### src/pkg/clock_gate_defines.vh
// Constants for the peripheral clock gating block: register offsets, field
// positions, reset values and the mask of implemented gating bits.
// Assumes it is included by bare name from design and checker files.
`ifndef CLOCK_GATE_DEFINES_VH
`define CLOCK_GATE_DEFINES_VH

// Byte offsets within the system control space.
`define RUN_CLOCK_GATE_1_OFS        12'h104
`define SLEEP_CLOCK_GATE_1_OFS      12'h114
`define DEEP_SLEEP_CLOCK_GATE_1_OFS 12'h124
`define RUN_MODE_CLOCK_CONFIG_OFS   12'h200
`define GATE_EVENT_STATUS_OFS       12'h208
`define GATE_EVENT_MASK_OFS         12'h20c

// System control base address.
`define SYS_CTRL_BASE               32'h400fe000

// Reset values.
`define GATE_RESET_VAL              32'h00000000
`define CONFIG_RESET_VAL            32'h00000000

// Writable gating bits; every other position is reserved and reads zero.
`define GATE_RW_MASK                32'h070f5137

// Field positions of the gating register.
`define ANALOG_CMP2_CLK_GATE_BIT        26
`define ANALOG_CMP1_CLK_GATE_BIT        25
`define ANALOG_CMP0_CLK_GATE_BIT        24
`define GP_COUNTER3_CLK_GATE_BIT        19
`define GP_COUNTER0_CLK_GATE_BIT        16
`define TWO_WIRE_PORT1_CLK_GATE_BIT     14
`define TWO_WIRE_PORT0_CLK_GATE_BIT     12
`define QUADRATURE_ENCODER_CLK_GATE_BIT 8
`define SYNC_SERIAL_PORT1_CLK_GATE_BIT  5
`define SYNC_SERIAL_PORT0_CLK_GATE_BIT  4
`define ASYNC_SERIAL_PORT2_CLK_GATE_BIT 2
`define ASYNC_SERIAL_PORT0_CLK_GATE_BIT 0

// Auto clock gating select bit in the run-mode clock configuration register.
`define AUTO_CLOCK_GATING_SELECT_BIT    0

// AHB transfer type bit that marks an active transfer.
`define HTRANS_ACTIVE_BIT           1
`define HRESP_OKAY                  1'b0

`endif

### src/design/unit_clock_enable_select.v
// Picks the gating register that governs the unit clock enables in the
// present power state and registers the result.
// Assumes power state inputs are synchronous to ref_clk_i.
module unit_clock_enable_select #(
  parameter WIDTH = 32
) (
  input  wire             ref_clk_i,
  input  wire             rst_i,
  input  wire [WIDTH-1:0] run_gate_i,
  input  wire [WIDTH-1:0] sleep_gate_i,
  input  wire [WIDTH-1:0] deep_gate_i,
  input  wire             auto_gate_i,
  input  wire             sleep_i,
  input  wire             deep_sleep_i,
  output reg  [WIDTH-1:0] unit_clk_en_o
);

  reg [WIDTH-1:0] sel_next;

  // Sleep copies only count with auto gating; otherwise the run copy rules.
  always @*
  begin
    if (deep_sleep_i && auto_gate_i)
      sel_next = deep_gate_i;
    else if (sleep_i && auto_gate_i)
      sel_next = sleep_gate_i;
    else
      sel_next = run_gate_i;
  end

  // Registered so the enable never glitches into the downstream cell.
  always @(posedge ref_clk_i or posedge rst_i)
  begin
    if (rst_i)
      unit_clk_en_o <= {WIDTH{1'b0}};
    else
      unit_clk_en_o <= sel_next;
  end

endmodule // unit_clock_enable_select

### src/design/peripheral_clock_gating_deep_sleep.v
// Peripheral clock gating control with run, sleep and deep-sleep copies,
// an AHB-Lite register slave, unit access fault detection and an event interrupt.
// Assumes all inputs are synchronous to ref_clk_i and one AHB master.
//
// Contract
// - A gating bit of one gives its unit a clock enable, a zero removes it.
// - An access to a unit whose clock is gated off is answered with a fault.
// - The deep-sleep gating register reads zero after reset.
// - Run, sleep and deep-sleep gating registers share one bit layout.
// - Sleep and deep-sleep copies apply only when auto gating is selected.
// - The deep-sleep gating register is decoded at offset 0x124 of the base.
// - Bits 26, 25 and 24 gate analog comparators 2, 1 and 0, read and write.
// - Bits 5 and 4 gate synchronous serial ports 1 and 0, read and write.
// - Bits 2, 1 and 0 gate asynchronous serial ports 2, 1 and 0.
// - Reserved bits are read-only zero and software preserves them.
// - Bits 19 to 16 gate general-purpose counters 3 to 0, read and write.
// - Bits 14 and 12 gate two-wire ports 1 and 0, bit 8 the encoder.
//
// The AHB-Lite interface to the registers was chosen for this implementation.
`include "clock_gate_defines.vh"

module peripheral_clock_gating_deep_sleep #(
  parameter ADDR_WIDTH = 32,
  parameter DATA_WIDTH = 32
) (
  input  wire                  ref_clk_i,
  input  wire                  rst_i,
  // AHB-Lite slave port.
  input  wire                  hsel_i,
  input  wire [ADDR_WIDTH-1:0] haddr_i,
  input  wire [1:0]            htrans_i,
  input  wire                  hwrite_i,
  input  wire [2:0]            hsize_i,
  input  wire [DATA_WIDTH-1:0] hwdata_i,
  input  wire                  hready_i,
  output reg  [DATA_WIDTH-1:0] hrdata_o,
  output reg                   hreadyout_o,
  output reg                   hresp_o,
  // Power state from the power controller.
  input  wire                  sleep_i,
  input  wire                  deep_sleep_i,
  // Access attempts to gated units, one select bit per gating bit.
  input  wire                  unit_access_i,
  input  wire [DATA_WIDTH-1:0] unit_sel_i,
  output reg                   unit_fault_o,
  // Clock enables to the integrated clock gates of each unit.
  output wire [DATA_WIDTH-1:0] unit_clk_en_o,
  output reg                   irq_o
);

  // Masked update keeps reserved bits at zero in every gating copy.
  function [DATA_WIDTH-1:0] gate_write;
    input [DATA_WIDTH-1:0] wdata;
    begin
      gate_write = wdata & `GATE_RW_MASK;
    end
  endfunction

  // Address decode on the low twelve bits of the byte address.
  function hit;
    input [11:0] addr;
    input [11:0] ofs;
    begin
      hit = (addr == ofs);
    end
  endfunction

  // Data phase state captured from the address phase.
  reg        dph_write_reg;
  reg        dph_write_next;
  reg [11:0] dph_addr_reg;
  reg [11:0] dph_addr_next;

  // Gating copies, configuration and event registers.
  reg [DATA_WIDTH-1:0] run_gate_reg;
  reg [DATA_WIDTH-1:0] run_gate_next;
  reg [DATA_WIDTH-1:0] sleep_gate_reg;
  reg [DATA_WIDTH-1:0] sleep_gate_next;
  reg [DATA_WIDTH-1:0] deep_gate_reg;
  reg [DATA_WIDTH-1:0] deep_gate_next;
  reg                  auto_gate_reg;
  reg                  auto_gate_next;
  reg [DATA_WIDTH-1:0] status_reg;
  reg [DATA_WIDTH-1:0] status_next;
  reg [DATA_WIDTH-1:0] mask_reg;
  reg [DATA_WIDTH-1:0] mask_next;
  reg [DATA_WIDTH-1:0] rdata_next;
  reg                  fault_next;
  reg [DATA_WIDTH-1:0] fault_set;

  wire addr_phase;
  wire wr_en;

  // A transfer is taken when selected, active and the bus is ready.
  assign addr_phase = hsel_i && htrans_i[`HTRANS_ACTIVE_BIT] && hready_i;
  assign wr_en      = dph_write_reg;

  // The address phase is latched; a zero wait slave needs nothing more.
  always @*
  begin
    dph_write_next = 1'b0;
    dph_addr_next  = dph_addr_reg;
    if (addr_phase)
    begin
      dph_write_next = hwrite_i;
      dph_addr_next  = haddr_i[11:0];
    end
  end

  // Software writes land in the data phase; reserved bits never store.
  always @*
  begin
    run_gate_next   = run_gate_reg;
    sleep_gate_next = sleep_gate_reg;
    deep_gate_next  = deep_gate_reg;
    auto_gate_next  = auto_gate_reg;
    mask_next       = mask_reg;
    if (wr_en)
    begin
      if (hit(dph_addr_reg, `RUN_CLOCK_GATE_1_OFS))
        run_gate_next = gate_write(hwdata_i);
      if (hit(dph_addr_reg, `SLEEP_CLOCK_GATE_1_OFS))
        sleep_gate_next = gate_write(hwdata_i);
      if (hit(dph_addr_reg, `DEEP_SLEEP_CLOCK_GATE_1_OFS))
        deep_gate_next = gate_write(hwdata_i);
      if (hit(dph_addr_reg, `RUN_MODE_CLOCK_CONFIG_OFS))
        auto_gate_next = hwdata_i[`AUTO_CLOCK_GATING_SELECT_BIT];
      if (hit(dph_addr_reg, `GATE_EVENT_MASK_OFS))
        mask_next = gate_write(hwdata_i);
    end
  end

  // An access to an unclocked unit is a fault and flags the unit's event.
  always @*
  begin
    fault_set  = {DATA_WIDTH{1'b0}};
    fault_next = 1'b0;
    if (unit_access_i)
    begin
      fault_set  = unit_sel_i & ~unit_clk_en_o & `GATE_RW_MASK;
      fault_next = |(unit_sel_i & ~unit_clk_en_o);
    end
  end

  // Status bits clear on a written one, but a same-cycle event wins.
  always @*
  begin
    status_next = status_reg;
    if (wr_en && hit(dph_addr_reg, `GATE_EVENT_STATUS_OFS))
      status_next = status_reg & ~hwdata_i;
    status_next = status_next | fault_set;
  end

  // Read data is built from next values so a read right after a write
  // returns the new contents; unmapped offsets read zero.
  always @*
  begin
    rdata_next = {DATA_WIDTH{1'b0}};
    if (addr_phase && !hwrite_i)
    begin
      case (haddr_i[11:0])
        `RUN_CLOCK_GATE_1_OFS:        rdata_next = run_gate_next;
        `SLEEP_CLOCK_GATE_1_OFS:      rdata_next = sleep_gate_next;
        `DEEP_SLEEP_CLOCK_GATE_1_OFS: rdata_next = deep_gate_next;
        `RUN_MODE_CLOCK_CONFIG_OFS:   rdata_next[`AUTO_CLOCK_GATING_SELECT_BIT] = auto_gate_next;
        `GATE_EVENT_STATUS_OFS:       rdata_next = status_next;
        `GATE_EVENT_MASK_OFS:         rdata_next = mask_next;
        default:                      rdata_next = {DATA_WIDTH{1'b0}};
      endcase
    end
  end

  // All registers reset to zero, so every unit starts unclocked.
  always @(posedge ref_clk_i or posedge rst_i)
  begin
    if (rst_i)
    begin
      dph_write_reg  <= 1'b0;
      dph_addr_reg   <= 12'h000;
      run_gate_reg   <= `GATE_RESET_VAL;
      sleep_gate_reg <= `GATE_RESET_VAL;
      deep_gate_reg  <= `GATE_RESET_VAL;
      auto_gate_reg  <= 1'b0;
      status_reg     <= `GATE_RESET_VAL;
      mask_reg       <= `GATE_RESET_VAL;
    end
    else
    begin
      dph_write_reg  <= dph_write_next;
      dph_addr_reg   <= dph_addr_next;
      run_gate_reg   <= run_gate_next;
      sleep_gate_reg <= sleep_gate_next;
      deep_gate_reg  <= deep_gate_next;
      auto_gate_reg  <= auto_gate_next;
      status_reg     <= status_next;
      mask_reg       <= mask_next;
    end
  end

  // Bus answers and outputs come straight from flops.
  always @(posedge ref_clk_i or posedge rst_i)
  begin
    if (rst_i)
    begin
      hrdata_o     <= {DATA_WIDTH{1'b0}};
      hreadyout_o  <= 1'b1;
      hresp_o      <= `HRESP_OKAY;
      unit_fault_o <= 1'b0;
      irq_o        <= 1'b0;
    end
    else
    begin
      hrdata_o     <= rdata_next;
      hreadyout_o  <= 1'b1;
      hresp_o      <= `HRESP_OKAY;
      unit_fault_o <= fault_next;
      irq_o        <= |(status_next & mask_next);
    end
  end

  // Power-state selection of the effective enables.
  unit_clock_enable_select #(
    .WIDTH (DATA_WIDTH)
  ) u_enable_select (
    .ref_clk_i     (ref_clk_i),
    .rst_i         (rst_i),
    .run_gate_i    (run_gate_reg),
    .sleep_gate_i  (sleep_gate_reg),
    .deep_gate_i   (deep_gate_reg),
    .auto_gate_i   (auto_gate_reg),
    .sleep_i       (sleep_i),
    .deep_sleep_i  (deep_sleep_i),
    .unit_clk_en_o (unit_clk_en_o)
  );

endmodule // peripheral_clock_gating_deep_sleep

### config.mk
export PLATFORM = sky130hd
export DESIGN_NAME = peripheral_clock_gating_deep_sleep
export DESIGN_NICKNAME = d
export VERILOG_FILES = /design/src/design/unit_clock_enable_select.v /design/src/design/peripheral_clock_gating_deep_sleep.v
export VERILOG_INCLUDE_DIRS = /design/src /design/src/pkg
export SDC_FILE = /design/constraint.sdc
export NUM_CORES = 1
export LEC_CHECK = 0
export BUFFER_PORTS_ARGS = -buffer_cell sky130_fd_sc_hd__buf_2
export CAP_MARGIN = 25
export CORE_UTILIZATION = 61
export CTS_CLUSTER_SIZE = 24
export DETAILED_ROUTE_END_ITERATION = 6
export GPL_TIMING_DRIVEN = 1
export PLACE_DENSITY = 0.83
export SKIP_LAST_GASP = 1
export SYNTH_ARGS = -nofsm -noshare
export SYNTH_HDL_FRONTEND = slang
export SYNTH_SLANG_ARGS = --single-unit
### constraint.sdc
create_clock -name ref_clk_i -period 11.96 [get_ports ref_clk_i]
set_input_delay 0.598 -clock ref_clk_i [delete_from_list [all_inputs] [get_ports ref_clk_i]]
set_output_delay 0.598 -clock ref_clk_i [all_outputs]
set_load 0.1 [all_outputs]
==> summary.txt, run 1 <==
critical-path cell list - buf_2 -> or4_4 -> nor4_4 -> and2_1 -> nor2b_2 -> a22oi_1 -> a31oi_1
mux cell area share after synthesis - 10.7%
WL/cell - 22.3 µm
sequential element share of the synthesized area - 57.7%
Slew HR - 29.5%
final non-filler cell area - 12200 µm²
area delta synth->final - 17.1%
Vias per Instance - 6.24
CP top delay family - simple AND/OR/NAND/NOR gates
Simple-Gate Fraction of Synth Area - 13.4%
global-route wire length before repair - 43700 µm
final WL - 28300 µm
status - complete, no violations
Top FF cell, synth - dfrtp_1
clock root buffer - clkbuf_16
TritonCTS clock tree - built
area used by multi-input combinational logic - 3920 µm²
Row Count - 47
Clock Skew - 9.33 ps
area leader, netlist - dfrtp_1
CTS Hold Bufs - 0
Buf+Inv Stages, Crit Path - 1
initial antenna violation count - 2
pwr/cell area - 142 nW/µm²
storage element area - 6010 µm²
Yosys reg bits - 240
DIE AREA - 17600 µm²
max-slew violation count - 0
Critical Path Source Type - input port
Pint - 1.35 mW
RSZ-0062 raised after global routing - no
Worst setup startpoint - haddr_i[7]
maximum clock frequency - 291 MHz
Flop pwr share - 48.3%
DRT iter0 DRCs - 833
Lkg Pwr - 6.05 nW
io pins - 177
nets - 1139
post-synthesis xor/xnor area fraction - 0%
sw power - 387 µW
total track usage - 32.6%
Synth area leaders - dfrtp_1 (58%), mux2_2 (5.8%), mux2i_1 (4.7%), nor2b_1 (4.0%), a22oi_1 (3.5%)
die width - 133 µm
Synth Warn # - 0
fin crit period - 3430 ps
Critical-path top delay cell - nor2b_2
HP Class - in -> async
Port Buffers - 150
placed cells - 1223
clock sinks - 240
Post-DRT Antenna Nets - 0
CP peak stage delay - 920 ps
most frequent cells in the layout - dfrtp_1 (240), buf_2 (150), nor2b_1 (67)
Synth top area share - 57.7%
vias in the first global route - 7880
commonest non-fill, non-tap cell in the layout - dfrtp_1
pin count of the biggest net entering global routing - 106
syn_nets - 1000
post-route clock period utilization - 28.7%
number of synthesized flops with an enable pin - 0
largest family of logic cells by synthesized area - compound AO/OA/AOI/OAI gates
Pre-Repair DR Iteration Count - 5
crit-path max FO - 17
Synth async-reset ratio - 100%
Crit path required time - 12350 ps
CP arrival - 3830 ps
Syn Area/Cell - 11.7 µm²
clock slew at reported path FFs - 60 ps
routed via count - 7921
DR DRC count - 0
Clk Latency, worst-skew pair - 510 ps
core area - 16600 µm²
Clk pwr share - 45.9%
Synth Area in Compound Gates - 13.4%
Longest Clk Path Bufs - 3
post-synth cell types - 62
initial core utilization - 62.5%
number of max-cap violations - 0
Worst Setup End Kind - flip-flop
FF-to-FF Start - dph_addr_reg[8]
Setup TNS - 0 ps
Peak VDD IR - 0.000111 V
layout cells sized above 1 - 26.4%
adder-cell share of the synthesized area - 0%
Post-CTS Setup Bufs - 0
Sw Share - 22.3%
Post-Synthesis Cells - 891
global route overflow - 0
final HPWL from detailed placement - 17100 µm
gp weighted congestion - 0.819
filler cell count in the final layout - 1110
critical path class - in -> reg
Comb pwr share - 5.8%
Final Hold Viols - 0
Die Y - 133 µm
H-tree levels - 1
Resized cells post-CTS - 0
Layout Cells excl Fill - 1269
slew at the pin with the worst max-slew slack - 1060 ps
Post-Syn Area - 10400 µm²
TritonCTS Buffers - 24
final-report setup violation count - 0
area post-placement - 11300 µm²
==> kinds of logic (layout without fill, tap and decap cells) <==
| kind of cell | after synthesis | count (layout) |
|---|---|---|
| AO/OA/AOI/OAI | 199 | 199 |
| multiplexers | 104 | 104 |
| flip-flops | 240 | 240 |
| AND/OR/NAND/NOR | 235 | 235 |
| other | 2 | 3 |
| buffers and inverters | 111 | 268 |
==> synth_stat cells (2+ instances only) <==
master     instances
dfrtp_1          240
nor2b_1           67
nand2_1           66
inv_1             61
mux2_2            54
mux2i_1           49
a22oi_1           48
o21ai_0           33
and2_1            29
clkbuf_1          24
a21oi_1           21
a21boi_0          18
a31oi_1           17
buf_2             15
nand4_1           13
a22o_1            12
o22ai_1           12
nor2_1            10
o2111ai_1         10
a222oi_1           9
nand2b_1           8
or3_1              7
nor4_1             5
buf_4              4
nor4_4             4
buf_1              3
buf_6              3
nand3_1            3
nor3_1             3
o31a_1             3
a221oi_1           2
a32o_1             2
a41oi_1            2
and4_1             2
conb_1             2
nand4bb_1          2
nor2_2             2
nor4b_1            2
==> power by group through the flow <==
stage                     Sequential, mW  Combinational, mW  Clock (mW)
after floorplan                    0.851             0.0591           0
after global placement             0.850             0.0952           0
after detailed placement           0.850             0.0984           0
after CTS                          0.836             0.0994       0.803
after global routing               0.837              0.109       0.836
final                              0.836              0.101       0.796
==> stage by stage <==
| stage | hold slack [ps] | utilization [%] | worst slack (ps) | power, mW |
|---|---|---|---|---|
| after floorplan | 443 | - | 4770 | 0.910 |
| after global placement | 455 | 67.7 | 8200 | 0.945 |
| after detailed placement | 465 | 67.9 | 8170 | 0.949 |
| after CTS | 111 | 73.0 | 8660 | 1.74 |
| after global routing | 131 | 73.2 | 8460 | 1.78 |
| final | 94.5 | 73.2 | 8530 | 1.73 |
==> layout make-up <==
| cell class | instances | area share [%] |
|---|---|---|
| antenna | 1 | 0.0206 |
| clock buffer | 31 | 5.57 |
| clock inverter | 13 | 1.38 |
| inverter | 61 | 1.94 |
| multi-input combinational | 540 | 32.2 |
| sequential | 240 | 49.3 |
| tap | 220 | 2.26 |
| timing repair buffer | 163 | 7.30 |
==> routing by layer <==
metal / global-route usage (%) / share of wire [%]
met1: 43.8 / 39
met2: 52.8 / 48
met3: 6.36 / 9.3
met4: 13.0 / 3.2
met5: 0 / 0.046
==> final timing paths <==
kind	to	slack [ps]	cells past startpoint
setup / recovery	hrdata_o[13]	8530	7
hold / removal	u_enable_select.unit_clk_en_o[21]	90	2
setup reg to reg	irq_o	8930	7
hold reg to reg	u_enable_select.unit_clk_en_o[16]	480	2
max in group asynchronous	deep_gate_reg[6]	10930	4
min in group ref_clk_i	dph_addr_reg[0]	330	2
(Power assumes the default switching activity.)
==> run 2, diff against run 1 <==
- ABC_AREA: default -> 1
- CORE_UTILIZATION: 61 -> 51
- PLACE_DENSITY: 0.83 -> 0.73
- clock period: 11.96 -> 3 ns (I/O delays scaled with it)
==> summary.txt, run 2 <==
gp weighted congestion - 0.881
Syn Area/Cell - 8.18 µm²
Post-CTS Setup Bufs - 0
post-synth cell types - 36
Layout Cells excl Fill - 1825
Final WS setup - 576 ps
FF-to-FF Start - dph_addr_reg[5]
CP arrival - 2840 ps
worst r2r path cells - 13
Resized cells post-CTS - 0
area delta synth->final - 22.9%
Final Power - 6.90 mW
routed via count - 9709
DRT iter0 DRCs - 689
Commonest cells post-synth - nand2_1 (380), dfrtp_1 (240), inv_1 (178)
clock root buffer - clkbuf_16
DIE AREA - 21900 µm²
Clk Latency, worst-skew pair - 520 ps
Die Y - 148 µm
Longest Clk Path Bufs - 3
syn_nets - 1439
Row Count - 53
slew at the pin with the worst max-slew slack - 738 ps
final non-filler cell area - 13400 µm²
final HPWL from detailed placement - 19900 µm
Post-Syn Area - 10900 µm²
placed cells - 1730
Post-Synthesis Cells - 1330
initial core utilization - 51.9%
clock slew at reported path FFs - 60 ps
TritonCTS clock tree - built
layout cells sized above 1 - 16.2%
Worst Setup End Kind - flip-flop
status - complete, no violations
HP Class - in -> reg
critical path class - reg -> reg
vias in the first global route - 9222
die width - 148 µm
r2r endpoint - irq_o
flop-to-flop setup slack - 580 ps
area post-placement - 12000 µm²
Top FF cell, synth - dfrtp_1
Post-DRT Antenna Nets - 0
diode count - 0
worst slack, placed - 598 ps
commonest non-fill, non-tap cell in the layout - nand2_1
Critical Path Source Type - flip-flop
Pre-Repair DR Iteration Count - 5
Vias per Instance - 5.32
Worst setup startpoint - dph_addr_reg[5]
nets - 1642
TritonCTS Buffers - 25
max-slew violation count - 0
final-report setup violation count - 0
crit path to - irq_o
total track usage - 28.6%
global route overflow - 0
global-route wire length before repair - 48200 µm
Lkg Pwr - 7.21 nW
Final Hold Viols - 0
maximum clock frequency - 413 MHz
pin count of the biggest net entering global routing - 50
most common cell in the netlist - nand2_1
clock sinks - 240
io pins - 177
fin crit period - 2420 ps
number of max-cap violations - 0
core area - 21000 µm²
RSZ-0062 raised after global routing - no
Synth top area share - 55.2%
pwr/cell area - 516 nW/µm²
Synth Warn # - 0
DR DRC count - 0
Peak VDD IR - 0.000399 V
final WL - 30300 µm
Synth async-reset ratio - 100%
most frequent cells in the layout - nand2_1 (379), dfrtp_1 (240), inv_1 (177)
Clock Skew - 7.92 ps
post-route clock period utilization - 80.8%
number of synthesized flops with an enable pin - 0
initial antenna violation count - 0
WL/cell - 16.6 µm
sequential element share of the synthesized area - 55.2%
area leader, netlist - dfrtp_1
hold_ws - 15.8 ps
Synth area leaders - dfrtp_1 (55%), nand2_1 (13%), inv_1 (6.1%), nand3_1 (5.2%), nor2_1 (4.7%)
crit-path max FO - 37
Yosys reg bits - 240
CTS Hold Bufs - 51
Crit path required time - 3410 ps
H-tree levels - 1
Slew HR - 50.7%
Port Buffers - 150
## run 2: changes by cell type in the layout (fill, tap and decap cells not counted), moves of 23 or more
cell,change
o21ai_0,+23
nand3_1,+110
nor2_1,+125
mux2i_1,-49
mux2_2,-52
inv_1,+117
nor2b_1,-67
o211ai_1,+44
a22oi_1,-48
nand2_1,+314
dlygate4sd3_1,+51
## run 2: area by class of cell
cell class	instances	area [µm²]
Fill cell	1762	7590
Sequential cell	240	6010
Multi-Input combinational cell	842	3880
Timing Repair Buffer	234	1560
Clock buffer	37	751
Inverter	190	717
Tap cell	275	344
Clock inverter	7	113
## run 2: cells by family (layout without fill, tap and decap cells)
group | after synthesis | after routing | synth area share, %
simple gates | 668 | 668 | 25.6
compound gates | 170 | 170 | 9.60
mux | 2 | 2 | 0.207
buf+inv | 248 | 468 | 9.26
flops | 240 | 240 | 55.2
other cells | 2 | 2 | 0.0691
## run 2: where the power goes
group          switching [mW]  internal, mW  total, mW
clock network            1.25          1.98       3.23
logic                   0.228         0.138      0.366
registers              0.0289          3.28       3.31
## run 2: stage by stage
stage / TNS [ps] / util [%]
floorplan: -71480 / -
global placement: 0 / 57.2
detailed placement: 0 / 57.2
CTS: 0 / 63.8
global route: 0 / 63.8
finish: 0 / 63.8
## run 2: per-layer routing
| metal | share of wire (%) | track usage [%] |
|---|---|---|
| met5 | 0 | 0 |
| met4 | 3.8 | 12.2 |
| met3 | 9.3 | 5.68 |
| met2 | 46 | 44.7 |
| met1 | 41 | 38.9 |
## run 2: worst min-delay path by stage
stage                   start             end  slack, ps  depth (start not counted)
2_1_floorplan        hwrite_i   dph_write_reg        260                          2
3_3_place_gp            rst_i    hrdata_o[17]        310                          2
3_5_place_dp            rst_i    hrdata_o[17]        300                          2
4_1_cts           hwdata_i[0]   status_reg[0]          4                          4
5_1_grt          hwdata_i[12]  status_reg[12]         30                          4
6_report       unit_sel_i[18]  status_reg[18]         20                          5
## run 2: worst max-delay path: stages, from the launching register on
cell,delay [ps]
dfrtp_1,440
nor2_1,120
nand2_1,110
nor2_2,150
buf_4,450
nand2_1,190
o21ai_1,220
inv_1,80
nand2_1,60
nand2_1,60
nor2_1,180
nand2_1,90
nor2_1,100
nand2_1,50
